**src/rtl/pme_pkg.sv**
```systemverilog
// Purpose: shared constants and types of the power mode entry and wake block
// Assumes: 32-bit Avalon-MM register bus with byte addresses, one word per register
// Notes: all offsets, field positions and reset values live here
package pme_pkg;

	localparam int unsigned ADDR_W = 8;
	localparam int unsigned DATA_W = 32;

	// register byte offsets
	localparam logic [7:0] OFF_CTRL = 8'h00;
	localparam logic [7:0] OFF_STAT = 8'h04;
	localparam logic [7:0] OFF_INTERRUPT_CONTROL_REGISTER = 8'h08;
	localparam logic [7:0] OFF_PIE = 8'h0C;
	localparam logic [7:0] OFF_EVT = 8'h10;
	localparam logic [7:0] OFF_MASK = 8'h14;

	// control register fields
	localparam int unsigned CTRL_IDLE_BIT = 0;
	localparam int unsigned CTRL_SCS_LSB = 1;
	localparam int unsigned CTRL_WDT_BIT = 3;
	localparam int unsigned CTRL_T1_BIT = 4;
	localparam int unsigned CTRL_W = 5;

	// status register fields
	localparam int unsigned STAT_POSC_BIT = 0;
	localparam int unsigned STAT_IOSC_BIT = 1;
	localparam int unsigned STAT_T1_BIT = 2;
	localparam int unsigned STAT_MODE_LSB = 3;
	localparam int unsigned STAT_HALT_BIT = 5;

	// interrupt control register fields
	localparam int unsigned INTERRUPT_CONTROL_REGISTER_GIE_BIT = 7;
	localparam int unsigned INTERRUPT_CONTROL_REGISTER_W = 8;

	// sticky event bits
	localparam int unsigned EVT_IDLE = 0;
	localparam int unsigned EVT_SLEEP = 1;
	localparam int unsigned EVT_IRQ_WAKE = 2;
	localparam int unsigned EVT_WDT_WAKE = 3;
	localparam int unsigned EVT_W = 4;

	// values after reset
	localparam logic [4:0] CTRL_RST = 5'h00;
	localparam logic [7:0] INTERRUPT_CONTROL_REGISTER_RST = 8'h00;
	localparam logic [7:0] PIE_RST = 8'h00;
	localparam logic [3:0] EVT_RST = 4'h0;
	localparam logic [3:0] MASK_RST = 4'h0;

	// depth of the pin synchroniser
	localparam int unsigned SYNC_STAGES = 3;

	typedef enum logic [1:0] {
		PME_RUN,
		PME_IDLE,
		PME_SLEEP
	} pme_mode_e;

	typedef struct packed {
		logic cpu_clk_en;
		logic periph_clk_en;
		logic primary_osc_en;
		logic intosc_en;
		logic low_freq_internal_rc_en;
		logic timer1_osc_en;
	} pme_clk_s;

	typedef struct packed {
		logic primary_osc_ready_flag;
		logic internal_osc_stable_flag;
		logic timer1_osc_running_flag;
	} pme_flags_s;

endpackage

```
**src/rtl/pme_sync3.sv**
```systemverilog
// Purpose: three-stage synchroniser for levels arriving from outside the mclk domain
// Assumes: each bit is an independent slow level
// Notes: output changes only once the second and third stages agree
`timescale 1ns/1ns
module pme_sync3 #(
	parameter int unsigned W = 1
) (
	input wire logic mclk,
	input wire logic rst_n,
	input wire logic [W-1:0] async_in,
	output logic [W-1:0] sync_out
);

	genvar i;
	generate
		for (i = 0; i < W; i++) begin : g_bit
			logic s1_reg;
			logic s2_reg;
			logic s3_reg;
			always_ff @(posedge mclk or negedge rst_n) begin
				if (!rst_n) begin
					s1_reg <= 1'b0;
					s2_reg <= 1'b0;
					s3_reg <= 1'b0;
				end else begin
					s1_reg <= async_in[i];
					s2_reg <= s1_reg;
					s3_reg <= s2_reg;
				end
			end
			always_ff @(posedge mclk or negedge rst_n) begin
				if (!rst_n) begin
					sync_out[i] <= 1'b0;
				end else if (s2_reg == s3_reg) begin
					sync_out[i] <= s3_reg;
				end
			end
		end
	endgenerate

endmodule

```
**src/rtl/pme_power_mode.sv**
```systemverilog
// Purpose: low-power mode entry, clock gating and wake control for the core
// Assumes: sleep_exec, wdt_timeout and interrupt flags are on mclk; oscillator status pins are not
// Notes: registers are reached over Avalon-MM; every request answers on its second edge
`timescale 1ns/1ns
module pme_power_mode #(
	parameter int unsigned NUM_CORE_SRC = 4,
	parameter int unsigned NUM_PERIPH_SRC = 8
) (
	input wire logic mclk,
	input wire logic rst_n,
	input wire logic [pme_pkg::ADDR_W-1:0] avs_address,
	input wire logic avs_read,
	input wire logic avs_write,
	input wire logic [pme_pkg::DATA_W-1:0] avs_writedata,
	output logic [pme_pkg::DATA_W-1:0] avs_readdata,
	output logic avs_waitrequest,
	input wire logic sleep_exec,
	input wire logic [NUM_CORE_SRC-1:0] core_int_flag,
	input wire logic [NUM_PERIPH_SRC-1:0] periph_int_flag,
	input wire logic wdt_timeout,
	input wire logic primary_osc_ready_pin,
	input wire logic intosc_stable_pin,
	input wire logic t1osc_running_pin,
	output logic cpu_halt,
	output pme_pkg::pme_clk_s clk_ctl,
	output logic [1:0] periph_clk_sel,
	output pme_pkg::pme_flags_s osc_flags,
	output logic wake_to_vector,
	output logic wake_in_line,
	output logic irq
);

	logic [pme_pkg::CTRL_W-1:0] ctrl_reg;
	logic [pme_pkg::INTERRUPT_CONTROL_REGISTER_W-1:0] interrupt_control_register;
	logic [NUM_PERIPH_SRC-1:0] peripheral_interrupt_enable_register;
	logic [pme_pkg::EVT_W-1:0] evt_reg;
	logic [pme_pkg::EVT_W-1:0] mask_reg;
	logic [pme_pkg::EVT_W-1:0] evt_set;
	pme_pkg::pme_mode_e mode_reg;
	pme_pkg::pme_mode_e mode_next;
	logic [1:0] sel_held_reg;
	logic [2:0] osc_sync;

	logic idle_on_halt_select;
	logic [1:0] system_clock_select;
	logic watchdog_timer_en;
	logic timer1_osc_enable;
	logic global_interrupt_enable;
	logic low_power;
	logic wake_irq;
	logic wake_wdt;
	logic enter_idle;
	logic enter_sleep;
	logic bus_req;
	logic wr_acc;
	logic rd_acc;

	assign idle_on_halt_select = ctrl_reg[pme_pkg::CTRL_IDLE_BIT];
	assign system_clock_select = ctrl_reg[pme_pkg::CTRL_SCS_LSB +: 2];
	assign watchdog_timer_en = ctrl_reg[pme_pkg::CTRL_WDT_BIT];
	assign timer1_osc_enable = ctrl_reg[pme_pkg::CTRL_T1_BIT];
	assign global_interrupt_enable = interrupt_control_register[pme_pkg::INTERRUPT_CONTROL_REGISTER_GIE_BIT];

	pme_sync3 #(
		.W(3)
	) u_sync (
		.mclk(mclk),
		.rst_n(rst_n),
		.async_in({primary_osc_ready_pin, intosc_stable_pin, t1osc_running_pin}),
		.sync_out(osc_sync)
	);

	// bus: a request is answered with waitrequest low on its second edge
	assign bus_req = avs_read | avs_write;
	assign wr_acc = avs_write & ~avs_waitrequest;
	assign rd_acc = avs_read & avs_waitrequest;

	always_ff @(posedge mclk or negedge rst_n) begin
		if (!rst_n) begin
			avs_waitrequest <= 1'b1;
		end else begin
			avs_waitrequest <= ~(bus_req & avs_waitrequest);
		end
	end

	always_ff @(posedge mclk or negedge rst_n) begin
		if (!rst_n) begin
			avs_readdata <= 32'h0000_0000;
		end else if (rd_acc) begin
			avs_readdata <= 32'h0000_0000;
			case (avs_address)
				pme_pkg::OFF_CTRL: begin
					avs_readdata[pme_pkg::CTRL_W-1:0] <= ctrl_reg;
				end
				pme_pkg::OFF_STAT: begin
					avs_readdata[pme_pkg::STAT_POSC_BIT] <= osc_flags.primary_osc_ready_flag;
					avs_readdata[pme_pkg::STAT_IOSC_BIT] <= osc_flags.internal_osc_stable_flag;
					avs_readdata[pme_pkg::STAT_T1_BIT] <= osc_flags.timer1_osc_running_flag;
					avs_readdata[pme_pkg::STAT_MODE_LSB +: 2] <= mode_reg;
					avs_readdata[pme_pkg::STAT_HALT_BIT] <= cpu_halt;
				end
				pme_pkg::OFF_INTERRUPT_CONTROL_REGISTER: begin
					avs_readdata[pme_pkg::INTERRUPT_CONTROL_REGISTER_W-1:0] <= interrupt_control_register;
				end
				pme_pkg::OFF_PIE: begin
					avs_readdata[NUM_PERIPH_SRC-1:0] <= peripheral_interrupt_enable_register;
				end
				pme_pkg::OFF_EVT: begin
					avs_readdata[pme_pkg::EVT_W-1:0] <= evt_reg;
				end
				pme_pkg::OFF_MASK: begin
					avs_readdata[pme_pkg::EVT_W-1:0] <= mask_reg;
				end
				default: begin
					avs_readdata <= 32'h0000_0000;
				end
			endcase
		end
	end

	always_ff @(posedge mclk or negedge rst_n) begin
		if (!rst_n) begin
			ctrl_reg <= pme_pkg::CTRL_RST;
			interrupt_control_register <= pme_pkg::INTERRUPT_CONTROL_REGISTER_RST;
			peripheral_interrupt_enable_register <= NUM_PERIPH_SRC'(pme_pkg::PIE_RST);
			mask_reg <= pme_pkg::MASK_RST;
		end else if (wr_acc) begin
			case (avs_address)
				pme_pkg::OFF_CTRL: begin
					ctrl_reg <= avs_writedata[pme_pkg::CTRL_W-1:0];
				end
				pme_pkg::OFF_INTERRUPT_CONTROL_REGISTER: begin
					interrupt_control_register <= avs_writedata[pme_pkg::INTERRUPT_CONTROL_REGISTER_W-1:0];
				end
				pme_pkg::OFF_PIE: begin
					peripheral_interrupt_enable_register <= avs_writedata[NUM_PERIPH_SRC-1:0];
				end
				pme_pkg::OFF_MASK: begin
					mask_reg <= avs_writedata[pme_pkg::EVT_W-1:0];
				end
				default: begin
				end
			endcase
		end
	end

	// wake causes; only enabled interrupt sources count, a watchdog time-out wakes even with the watchdog enable clear
	assign low_power = (mode_reg != pme_pkg::PME_RUN);
	assign wake_irq = low_power & (|(core_int_flag &
		interrupt_control_register[NUM_CORE_SRC-1:0]) |
		|(periph_int_flag & peripheral_interrupt_enable_register));
	assign wake_wdt = low_power & wdt_timeout;
	assign enter_idle = (mode_reg == pme_pkg::PME_RUN) & sleep_exec & idle_on_halt_select;
	// clock select nonzero with idle clear also sleeps, as from full power
	assign enter_sleep = (mode_reg == pme_pkg::PME_RUN) & sleep_exec & ~idle_on_halt_select;

	always_comb begin
		mode_next = mode_reg;
		case (mode_reg)
			pme_pkg::PME_RUN: begin
				if (enter_idle) begin
					mode_next = pme_pkg::PME_IDLE;
				end else if (enter_sleep) begin
					mode_next = pme_pkg::PME_SLEEP;
				end
			end
			pme_pkg::PME_IDLE, pme_pkg::PME_SLEEP: begin
				if (wake_irq | wake_wdt) begin
					mode_next = pme_pkg::PME_RUN;
				end
			end
			default: begin
				mode_next = pme_pkg::PME_RUN;
			end
		endcase
	end

	always_ff @(posedge mclk or negedge rst_n) begin
		if (!rst_n) begin
			mode_reg <= pme_pkg::PME_RUN;
		end else begin
			mode_reg <= mode_next;
		end
	end

	// core halts from the edge after the sleep instruction, so the next one does not run
	always_ff @(posedge mclk or negedge rst_n) begin
		if (!rst_n) begin
			cpu_halt <= 1'b0;
		end else begin
			cpu_halt <= (mode_next != pme_pkg::PME_RUN);
		end
	end

	// peripheral clock source frozen at entry
	always_ff @(posedge mclk or negedge rst_n) begin
		if (!rst_n) begin
			sel_held_reg <= 2'h0;
		end else if (!low_power) begin
			sel_held_reg <= system_clock_select;
		end
	end

	always_ff @(posedge mclk or negedge rst_n) begin
		if (!rst_n) begin
			periph_clk_sel <= 2'h0;
		end else if (mode_next == pme_pkg::PME_RUN) begin
			periph_clk_sel <= system_clock_select;
		end else if (!low_power) begin
			periph_clk_sel <= system_clock_select;
		end else begin
			periph_clk_sel <= sel_held_reg;
		end
	end

	always_ff @(posedge mclk or negedge rst_n) begin
		if (!rst_n) begin
			clk_ctl <= '{cpu_clk_en: 1'b1, periph_clk_en: 1'b1, primary_osc_en: 1'b1,
				intosc_en: 1'b1, low_freq_internal_rc_en: 1'b1, timer1_osc_en: 1'b0};
		end else begin
			clk_ctl.cpu_clk_en <= (mode_next == pme_pkg::PME_RUN);
			clk_ctl.periph_clk_en <= (mode_next != pme_pkg::PME_SLEEP);
			clk_ctl.primary_osc_en <= (mode_next != pme_pkg::PME_SLEEP);
			clk_ctl.intosc_en <= (mode_next != pme_pkg::PME_SLEEP);
			clk_ctl.low_freq_internal_rc_en <= (mode_next != pme_pkg::PME_SLEEP) |
				watchdog_timer_en;
			clk_ctl.timer1_osc_en <= timer1_osc_enable;
		end
	end

	// flags track the synchronised pins, frozen in Idle, held clear in Sleep
	always_ff @(posedge mclk or negedge rst_n) begin
		if (!rst_n) begin
			osc_flags <= '{primary_osc_ready_flag: 1'b0, internal_osc_stable_flag: 1'b0,
				timer1_osc_running_flag: 1'b0};
		end else if (mode_next == pme_pkg::PME_SLEEP) begin
			osc_flags <= '{primary_osc_ready_flag: 1'b0, internal_osc_stable_flag: 1'b0,
				timer1_osc_running_flag: 1'b0};
		end else if (mode_next == pme_pkg::PME_IDLE) begin
			osc_flags <= osc_flags;
		end else begin
			osc_flags.primary_osc_ready_flag <= osc_sync[2];
			osc_flags.internal_osc_stable_flag <= osc_sync[1];
			osc_flags.timer1_osc_running_flag <= osc_sync[0];
		end
	end

	// one-cycle resume pulses to the core on interrupt or watchdog wake
	always_ff @(posedge mclk or negedge rst_n) begin
		if (!rst_n) begin
			wake_to_vector <= 1'b0;
			wake_in_line <= 1'b0;
		end else begin
			wake_to_vector <= wake_irq & global_interrupt_enable;
			wake_in_line <= (wake_irq & ~global_interrupt_enable) | (wake_wdt & ~wake_irq);
		end
	end

	// sticky events; a set in the clearing cycle wins
	assign evt_set[pme_pkg::EVT_IDLE] = enter_idle;
	assign evt_set[pme_pkg::EVT_SLEEP] = enter_sleep;
	assign evt_set[pme_pkg::EVT_IRQ_WAKE] = wake_irq;
	assign evt_set[pme_pkg::EVT_WDT_WAKE] = wake_wdt;

	always_ff @(posedge mclk or negedge rst_n) begin
		if (!rst_n) begin
			evt_reg <= pme_pkg::EVT_RST;
		end else if (wr_acc && avs_address == pme_pkg::OFF_EVT) begin
			evt_reg <= (evt_reg & ~avs_writedata[pme_pkg::EVT_W-1:0]) | evt_set;
		end else begin
			evt_reg <= evt_reg | evt_set;
		end
	end

	always_ff @(posedge mclk or negedge rst_n) begin
		if (!rst_n) begin
			irq <= 1'b0;
		end else begin
			irq <= |(evt_reg & mask_reg);
		end
	end

endmodule

```
**config.mk**
```make
export PLATFORM = sky130hd
export DESIGN_NAME = pme_power_mode
export DESIGN_NICKNAME = d
export VERILOG_FILES = /design/src/rtl/pme_pkg.sv /design/src/rtl/pme_sync3.sv /design/src/rtl/pme_power_mode.sv
export SDC_FILE = /design/constraint.sdc
export NUM_CORES = 1
export LEC_CHECK = 0
export BUFFER_PORTS_ARGS = -buffer_cell sky130_fd_sc_hd__buf_2
export CAP_MARGIN = 25
export CORE_ASPECT_RATIO = 1.4
export CORE_MARGIN = 2
export CORE_UTILIZATION = 45
export CTS_CLUSTER_DIAMETER = 120
export DETAILED_ROUTE_END_ITERATION = 7
export PLACE_DENSITY = 0.72
export RECOVER_POWER = 100
export SYNTH_ARGS = -nofsm -noshare
export SYNTH_HDL_FRONTEND = slang
export SYNTH_HIERARCHICAL = 1
export SYNTH_SLANG_ARGS = --single-unit
```
**constraint.sdc**
```tcl
create_clock -name mclk -period 2.34 [get_ports mclk]
set_input_delay 0.117 -clock mclk [delete_from_list [all_inputs] [get_ports mclk]]
set_output_delay 0.117 -clock mclk [all_outputs]
set_load 0.05 [all_outputs]
```
==> impl_metrics.csv, run 1 <==
group,metric,value,unit
global_route,grt_pass1_vias,2040,
global_route,grt_max_degree,36,
floorplanning,fp-row-count,35,
logic_synthesis,ys_seq_elements,67,
detailed_routing,wl,6.46,mm
cells_and_area,fillers,633,
min_path,min-delay-start,"avs_writedata[6]",
detailed_routing,drt_first_iter_violations,128,
place,port_buffers,60,
critical_path,r2r_slack,0.17,ns
power,ir_worst_vdd,0.000500,V
detailed_routing,vias,2071,
floorplanning,core-area,6660,um^2
timing,setup_viol,0,
place,place_area,3450,um^2
critical_path,r2r-end,"osc_flags[1]",
timing,fin_worst_skew,0.0133,ns
min_path,whs_path_depth,2,
critical_path,startpoint_type,"flip-flop",
cells_and_area,final_layout_size_suffix_gt1_share,27.2,%
timing,hold_viol,2,
detailed_routing,wl_per_cell,15.4,um
floorplanning,die_h,102,um
critical_path,worst-path-max-fanout,7,
logic_synthesis,ys_async_sr_fraction,100,%
place,placedCellCount,397,
clocking,htreeDepth,3,
clocking,clock_latency,0.35,ns
global_route,grt_first_pass_wirelength,10.2,mm
clocking,cts_tree,"done",
cells_and_area,instances_no_fill,419,
logic_synthesis,syn_inst,247,
floorplanning,start_util,46.8,%
cells_and_area,fin_nets,385,
min_path,min_path_type,"input port to flip-flop",
timing,setup-tns-final,0,ns
logic_synthesis,netlist-cell-type-count,44,
critical_path,crit_required,2.60,ns
timing,post-route-min-period,2.17,ns
run,max_cap_viol_count,0,
clocking,cts.sinks,67,
power,leakage,1.73,nW
timing,slew_viol_final,0,
power,power_density,840,nW/um^2
critical_path,r2r_cells,7,
critical_path,crit_arrival,2.43,ns
detailed_routing,vias_per_cell,4.94,
floorplanning,die_area,7610,um^2
critical_path,rr_startpoint,"interrupt_control_register[2]",
critical_path,critPathCaptureType,"flip-flop",
critical_path,worstSetupPathType,"flip-flop to flip-flop",
clocking,clockBufferDepth,2,
cells_and_area,diodes,0,
global_route,grt_use_total,18.4,%
clocking,clock-root-buffer,"clkbuf_8",
clocking,cts_buffers,9,
min_path,min_to,"interrupt_control_register[6]",
timing,timing.final.crit_share,92.8,%
timing,slew_headroom,43.4,%
global_route,antenna_found_initial,0,
logic_synthesis,synthFlopType,"dfrtp_1",
detailed_routing,dr.pass1.iters,4,
timing,rsz0062_at_grt,"false",
status,violations,"negative hold slack",
logic_synthesis,synth_edf_count,0,
clocking,cts_setup_buffers,0,
status,outcome,"finished, violations left",
floorplanning,io_pins,109,
place,place_hpwl,4.91,mm
place,gp_congestion,0.882,
floorplanning,dieWidth,74.3,um
cells_and_area,reg.largest.list,"avs_readdata: 8 flops, interrupt_control_register: 8 flops, peripheral_interrupt_enable_register: 8 flops",
detailed_routing,ant_nets,0,
cells_and_area,final_area,3580,um^2
cells_and_area,multi_input_area,1220,um^2
timing,tightestPinTransition,0.847,ns
logic_synthesis,yosysWarnings,6,
detailed_routing,route.detailed.drc,0,
clocking,clk_pin_slew,0.08,ns
logic_synthesis,syn_avg_cell_area,12.6,um^2
logic_synthesis,ys_seq_area_share,54.0,%
cells_and_area,synthToLayoutAreaGrowth,15.1,%
power,power,0.00301,W
timing,max_freq,460,MHz
logic_synthesis,netlist_area,3110,um^2
global_route,globalRouteOverflowTotal,0,
cells_and_area,register_area,1680,um^2
timing,hold-worst-slack,-0.00713,ns
## cells in the final DEF, fill, tap and decap left out, drive strengths merged, types with 2 or more instances in the layout
master / n
dfrtp: 63
clkbuf: 41
buf: 37
nand2: 31
mux2: 30
conb: 24
o21ai: 10
inv: 7
a21oi: 7
a22oi: 6
dlygate4sd3: 6
nor2: 5
a22o: 5
mux4: 5
mux2i: 5
o2bb2ai: 4
dfstp: 4
and2: 3
o31ai: 3
nor2b: 3
clkinvlp: 3
maj3: 3
ha: 2
nor4b: 2
nor3: 2
## kinds of logic after synthesis
logic type,after synthesis,share of synthesized area (%)
AO/OA/AOI/OAI,40,8.68
adder cells (fa/ha/maj),5,1.89
buffers and inverters,38,8.00
flip-flops,67,54.0
multiplexers,40,17.0
other,1,0.120
AND/OR/NAND/NOR,56,10.2
## critical path, stage by stage, from the launching register on
cell	delay [ns]
dfrtp_1	0.42
a22oi_1	0.18
nand2_1	0.16
o41ai_2	0.43
nand2_1	0.14
buf_4	0.19
o31ai_1	0.40
o2bb2ai_1	0.17
## per-stage QoR
stage          worst slack, ns  util [%]
5_1_grt                 0.0619      53.8
3_5_place_dp             0.139      51.8
2_1_floorplan            0.311         -
3_3_place_gp             0.169      51.8
6_report                 0.168      53.8
4_1_cts                  0.121      55.3
## how the worst max path moves through the flow
stage                                                 start                end  slack (ns)
finish                        interrupt_control_register[2]       osc_flags[1]        0.17
global route                                    mode_reg[1]  periph_clk_sel[0]        0.06
CTS                           interrupt_control_register[2]       osc_flags[1]        0.12
detailed placement            interrupt_control_register[2]       osc_flags[1]        0.14
global placement              interrupt_control_register[2]       osc_flags[1]        0.17
floorplan           peripheral_interrupt_enable_register[0]  periph_clk_sel[0]        0.31
## report_power, final
part	internal [W]	total (W)	switching (W)
clock	0.000412	0.000839	0.000428
combinational	0.000189	0.000800	0.000611
sequential	0.00129	0.00137	0.0000825
total	0.00189	0.00301	0.00112
## routing by layer
metal / up-vias / track usage [%] / part of all wire [%]
li1: 973 / - / -
met4: 0 / 9.89 / 2.2
met1: 1024 / 21.0 / 40
met3: 8 / 3.85 / 4.7
met2: 66 / 31.9 / 53
met5: - / 0 / 0
## repair_timing
action	4_1_cts	5_1_grt
endpoints found under the setup margin	0	5
hold buffers	6	0
gates resized for setup	0	1
hold endpoints to repair	35	0
## cell type report
class | instances | share of cell area (%)
multi-input combinational | 165 | 34.2
timing repair buffer | 72 | 10.1
clock inverter | 4 | 0.768
tap | 92 | 3.21
clock buffer | 12 | 4.05
inverter | 7 | 0.733
sequential | 67 | 46.9
## cell usage after synthesis (2+ instances only)
master | number | area, um^2
clkbuf_1 | 2 | 7.51
nor2b_1 | 3 | 18.8
a22oi_1 | 6 | 45.0
mux2_4 | 8 | 120
and2_1 | 3 | 18.8
buf_4 | 26 | 195
dfrtp_1 | 63 | 1580
a22o_1 | 5 | 43.8
o2bb2ai_1 | 4 | 35.0
nor2_1 | 5 | 18.8
mux4_2 | 5 | 113
nand2_1 | 30 | 113
maj3_2 | 3 | 33.8
nor3_4 | 2 | 32.5
o31ai_1 | 3 | 22.5
o21ai_0 | 10 | 50.1
dfstp_2 | 4 | 105
ha_1 | 2 | 25.0
mux2_2 | 22 | 248
inv_1 | 7 | 26.3
mux2i_1 | 5 | 50.1
a21oi_1 | 7 | 35.0
No activity file was read; power rests on OpenSTA's default activity.
==> run 2: changes to the inputs <==
--- a/config.mk
+++ b/config.mk
@@ -7,13 +7,16 @@
 export LEC_CHECK = 0
 export BUFFER_PORTS_ARGS = -buffer_cell sky130_fd_sc_hd__buf_2
 export CAP_MARGIN = 25
+export CELL_PAD_IN_SITES_DETAIL_PLACEMENT = 0
+export CELL_PAD_IN_SITES_GLOBAL_PLACEMENT = 2
 export CORE_ASPECT_RATIO = 1.4
 export CORE_MARGIN = 2
-export CORE_UTILIZATION = 45
+export CORE_UTILIZATION = 31
 export CTS_CLUSTER_DIAMETER = 120
 export DETAILED_ROUTE_END_ITERATION = 7
-export PLACE_DENSITY = 0.72
+export PLACE_DENSITY = 0.77
 export RECOVER_POWER = 100
+export SLEW_MARGIN = 10
 export SYNTH_ARGS = -nofsm -noshare
 export SYNTH_HDL_FRONTEND = slang
 export SYNTH_HIERARCHICAL = 1
==> impl_metrics.csv, run 2 (synthesis results as in run 1) <==
group,metric,value,unit
timing,timing.final.crit_share,92.3,%
cells_and_area,synthToLayoutAreaGrowth,19.7,%
place,preCtsSetupSlack,0.105,ns
floorplanning,fp-row-count,43,
cells_and_area,utilization,37.8,%
detailed_routing,drt_first_iter_violations,116,
global_route,grt_use_total,13.7,%
timing,setup_viol,0,
floorplanning,die_area,10900,um^2
timing,setup-tns-final,0,ns
place,gp_congestion,0.784,
clocking,clock_latency,0.33,ns
power,pwr-share-clk,35.0,%
clocking,clock-root-buffer,"clkbuf_16",
detailed_routing,route.detailed.drc,0,
status,outcome,"finished, violations left",
power,power_density,906,nW/um^2
detailed_routing,dr.pass1.iters,4,
status,violations,"max-capacitance violations, max-slew violations",
min_path,whs_path_depth,2,
global_route,grt_max_degree,68,
min_path,min-delay-start,"avs_writedata[5]",
cells_and_area,final_cell_mix,"63 x dfrtp_1, 36 x buf_2, 30 x nand2_1",
critical_path,r2r_cells,7,
power,p_sw_share,34.8,%
global_route,antenna_found_initial,0,
floorplanning,start_util,31.6,%
cells_and_area,fillers,983,
global_route,grt_first_pass_wirelength,10.8,mm
timing,slew_viol_final,68,
timing,max_freq,463,MHz
timing,fin_worst_skew,0.00571,ns
clocking,clk_pin_slew,0.05,ns
timing,post-route-min-period,2.16,ns
clocking,cts_buffers,9,
global_route,grt_pass1_vias,2085,
detailed_routing,wl_per_cell,15.1,um
power,combPwrFrac,24.5,%
detailed_routing,wl,6.97,mm
critical_path,r2r-end,"periph_clk_sel[0]",
critical_path,worstSetupPathType,"input port to flip-flop",
power,power,0.00338,W
place,port_buffers,60,
run,max_cap_viol_count,1,
detailed_routing,vias,2049,
timing,hold-worst-slack,0.0266,ns
timing,rsz0062_at_grt,"false",
power,leakage,1.79,nW
critical_path,r2r_slack,0.24,ns
critical_path,crit_arrival,2.37,ns
floorplanning,core-area,9850,um^2
cells_and_area,final_common_cell,"dfrtp_1",
place,place_hpwl,5.16,mm
clocking,cts.sinks,67,
detailed_routing,ant_nets,0,
timing,tightestPinTransition,1.64,ns
cells_and_area,multi_input_area,1220,um^2
clocking,clockBufferDepth,2,
timing,hold_viol,0,
critical_path,startpoint_type,"input port",
clocking,htreeDepth,3,
critical_path,worst-path-max-fanout,7,
cells_and_area,register_area,1680,um^2
cells_and_area,diodes,0,
floorplanning,die_h,123,um
global_route,globalRouteOverflowTotal,0,
cells_and_area,reg.largest.list,"avs_readdata: 8 flops, interrupt_control_register: 8 flops, peripheral_interrupt_enable_register: 8 flops",
min_path,min_to,"interrupt_control_register[5]",
min_path,min_path_type,"input port to flip-flop",
floorplanning,dieWidth,88.7,um
power,power_frac_seq,40.5,%
timing,slew_headroom,-9.17,%
power,p_switching,0.00117,W
critical_path,crit_required,2.55,ns
power,ir_worst_vdd,0.000598,V
detailed_routing,vias_per_cell,4.44,
critical_path,rr_startpoint,"peripheral_interrupt_enable_register[0]",
cells_and_area,fin_nets,385,
cells_and_area,final_layout_size_suffix_gt1_share,28.4,%
floorplanning,io_pins,109,
timing,setup_slack,0.181,ns
critical_path,critPathCaptureType,"flip-flop",
power,p_int,0.00220,W
clocking,cts_tree,"done",
-- run 2: cell count changes in the layout (fill, tap and decap cells not counted), sizes merged --
cell and change:
clkbuf -4, clkinv +4, buf +3, clkinvlp -2, dlygate4sd3 -1
-- run 2: worst max path at each step --
stage / depth (start not counted) / end / from / slack, ns
6_report: 6 / ctrl_reg[3] / avs_address[0] / 0.18
5_1_grt: 6 / ctrl_reg[3] / avs_address[0] / 0.1
4_1_cts: 7 / osc_flags[2] / peripheral_interrupt_enable_register[0] / 0.09
3_5_place_dp: 7 / osc_flags[2] / peripheral_interrupt_enable_register[0] / 0.11
3_3_place_gp: 7 / osc_flags[2] / peripheral_interrupt_enable_register[0] / 0.12
2_1_floorplan: 6 / periph_clk_sel[0] / peripheral_interrupt_enable_register[0] / 0.31
-- run 2: layer usage --
| metal | share of wire (%) | GRT usage [%] |
|---|---|---|
| met4 | 2.3 | 6.44 |
| met3 | 4.6 | 3.30 |
| met1 | 43 | 16.8 |
| met5 | 0 | 0 |
| met2 | 51 | 22.3 |
-- run 2: stage by stage --
| stage | area (um^2) | instances |
|---|---|---|
| final | 3730 | 462 |
| after global routing | 3730 | 462 |
| after CTS | 3810 | 462 |
| after detailed placement | 3500 | 441 |
| after global placement | 3500 | 441 |
| after floorplan | 3200 | 270 |
-- run 2: power groups by stage --
stage	Clock, W	Combinational [W]	Sequential (W)
5_1_grt	0.00125	0.000895	0.00138
6_report	0.00118	0.000827	0.00137
3_3_place_gp	0	0.000853	0.00138
4_1_cts	0.00121	0.000864	0.00137
2_1_floorplan	0	0.000436	0.00160
3_5_place_dp	0	0.000854	0.00139
-- run 2: worst max-delay path, cell delays in order --
cell	delay (ns)
buf_2	0.10
or4_1	0.55
nor3_1	0.34
buf_4	0.23
nor4b_2	0.62
mux2_2	0.41
-- run 2: repair_timing --
item	in CTS	in global routing
endpoints found under the setup margin	0	5
endpoints found under the hold margin	4	0
buffers inserted	0	0
hold buffers	5	0
resized for setup	0	2
-- run 2: layout make-up --
cell class	instances	share of cell area (%)
Clock buffer	10	6.15
Clock inverter	6	0.873
Inverter	7	0.705
Multi-Input combinational cell	165	32.9
Sequential cell	67	45.1
Tap cell	135	4.53
Timing Repair Buffer	72	9.74
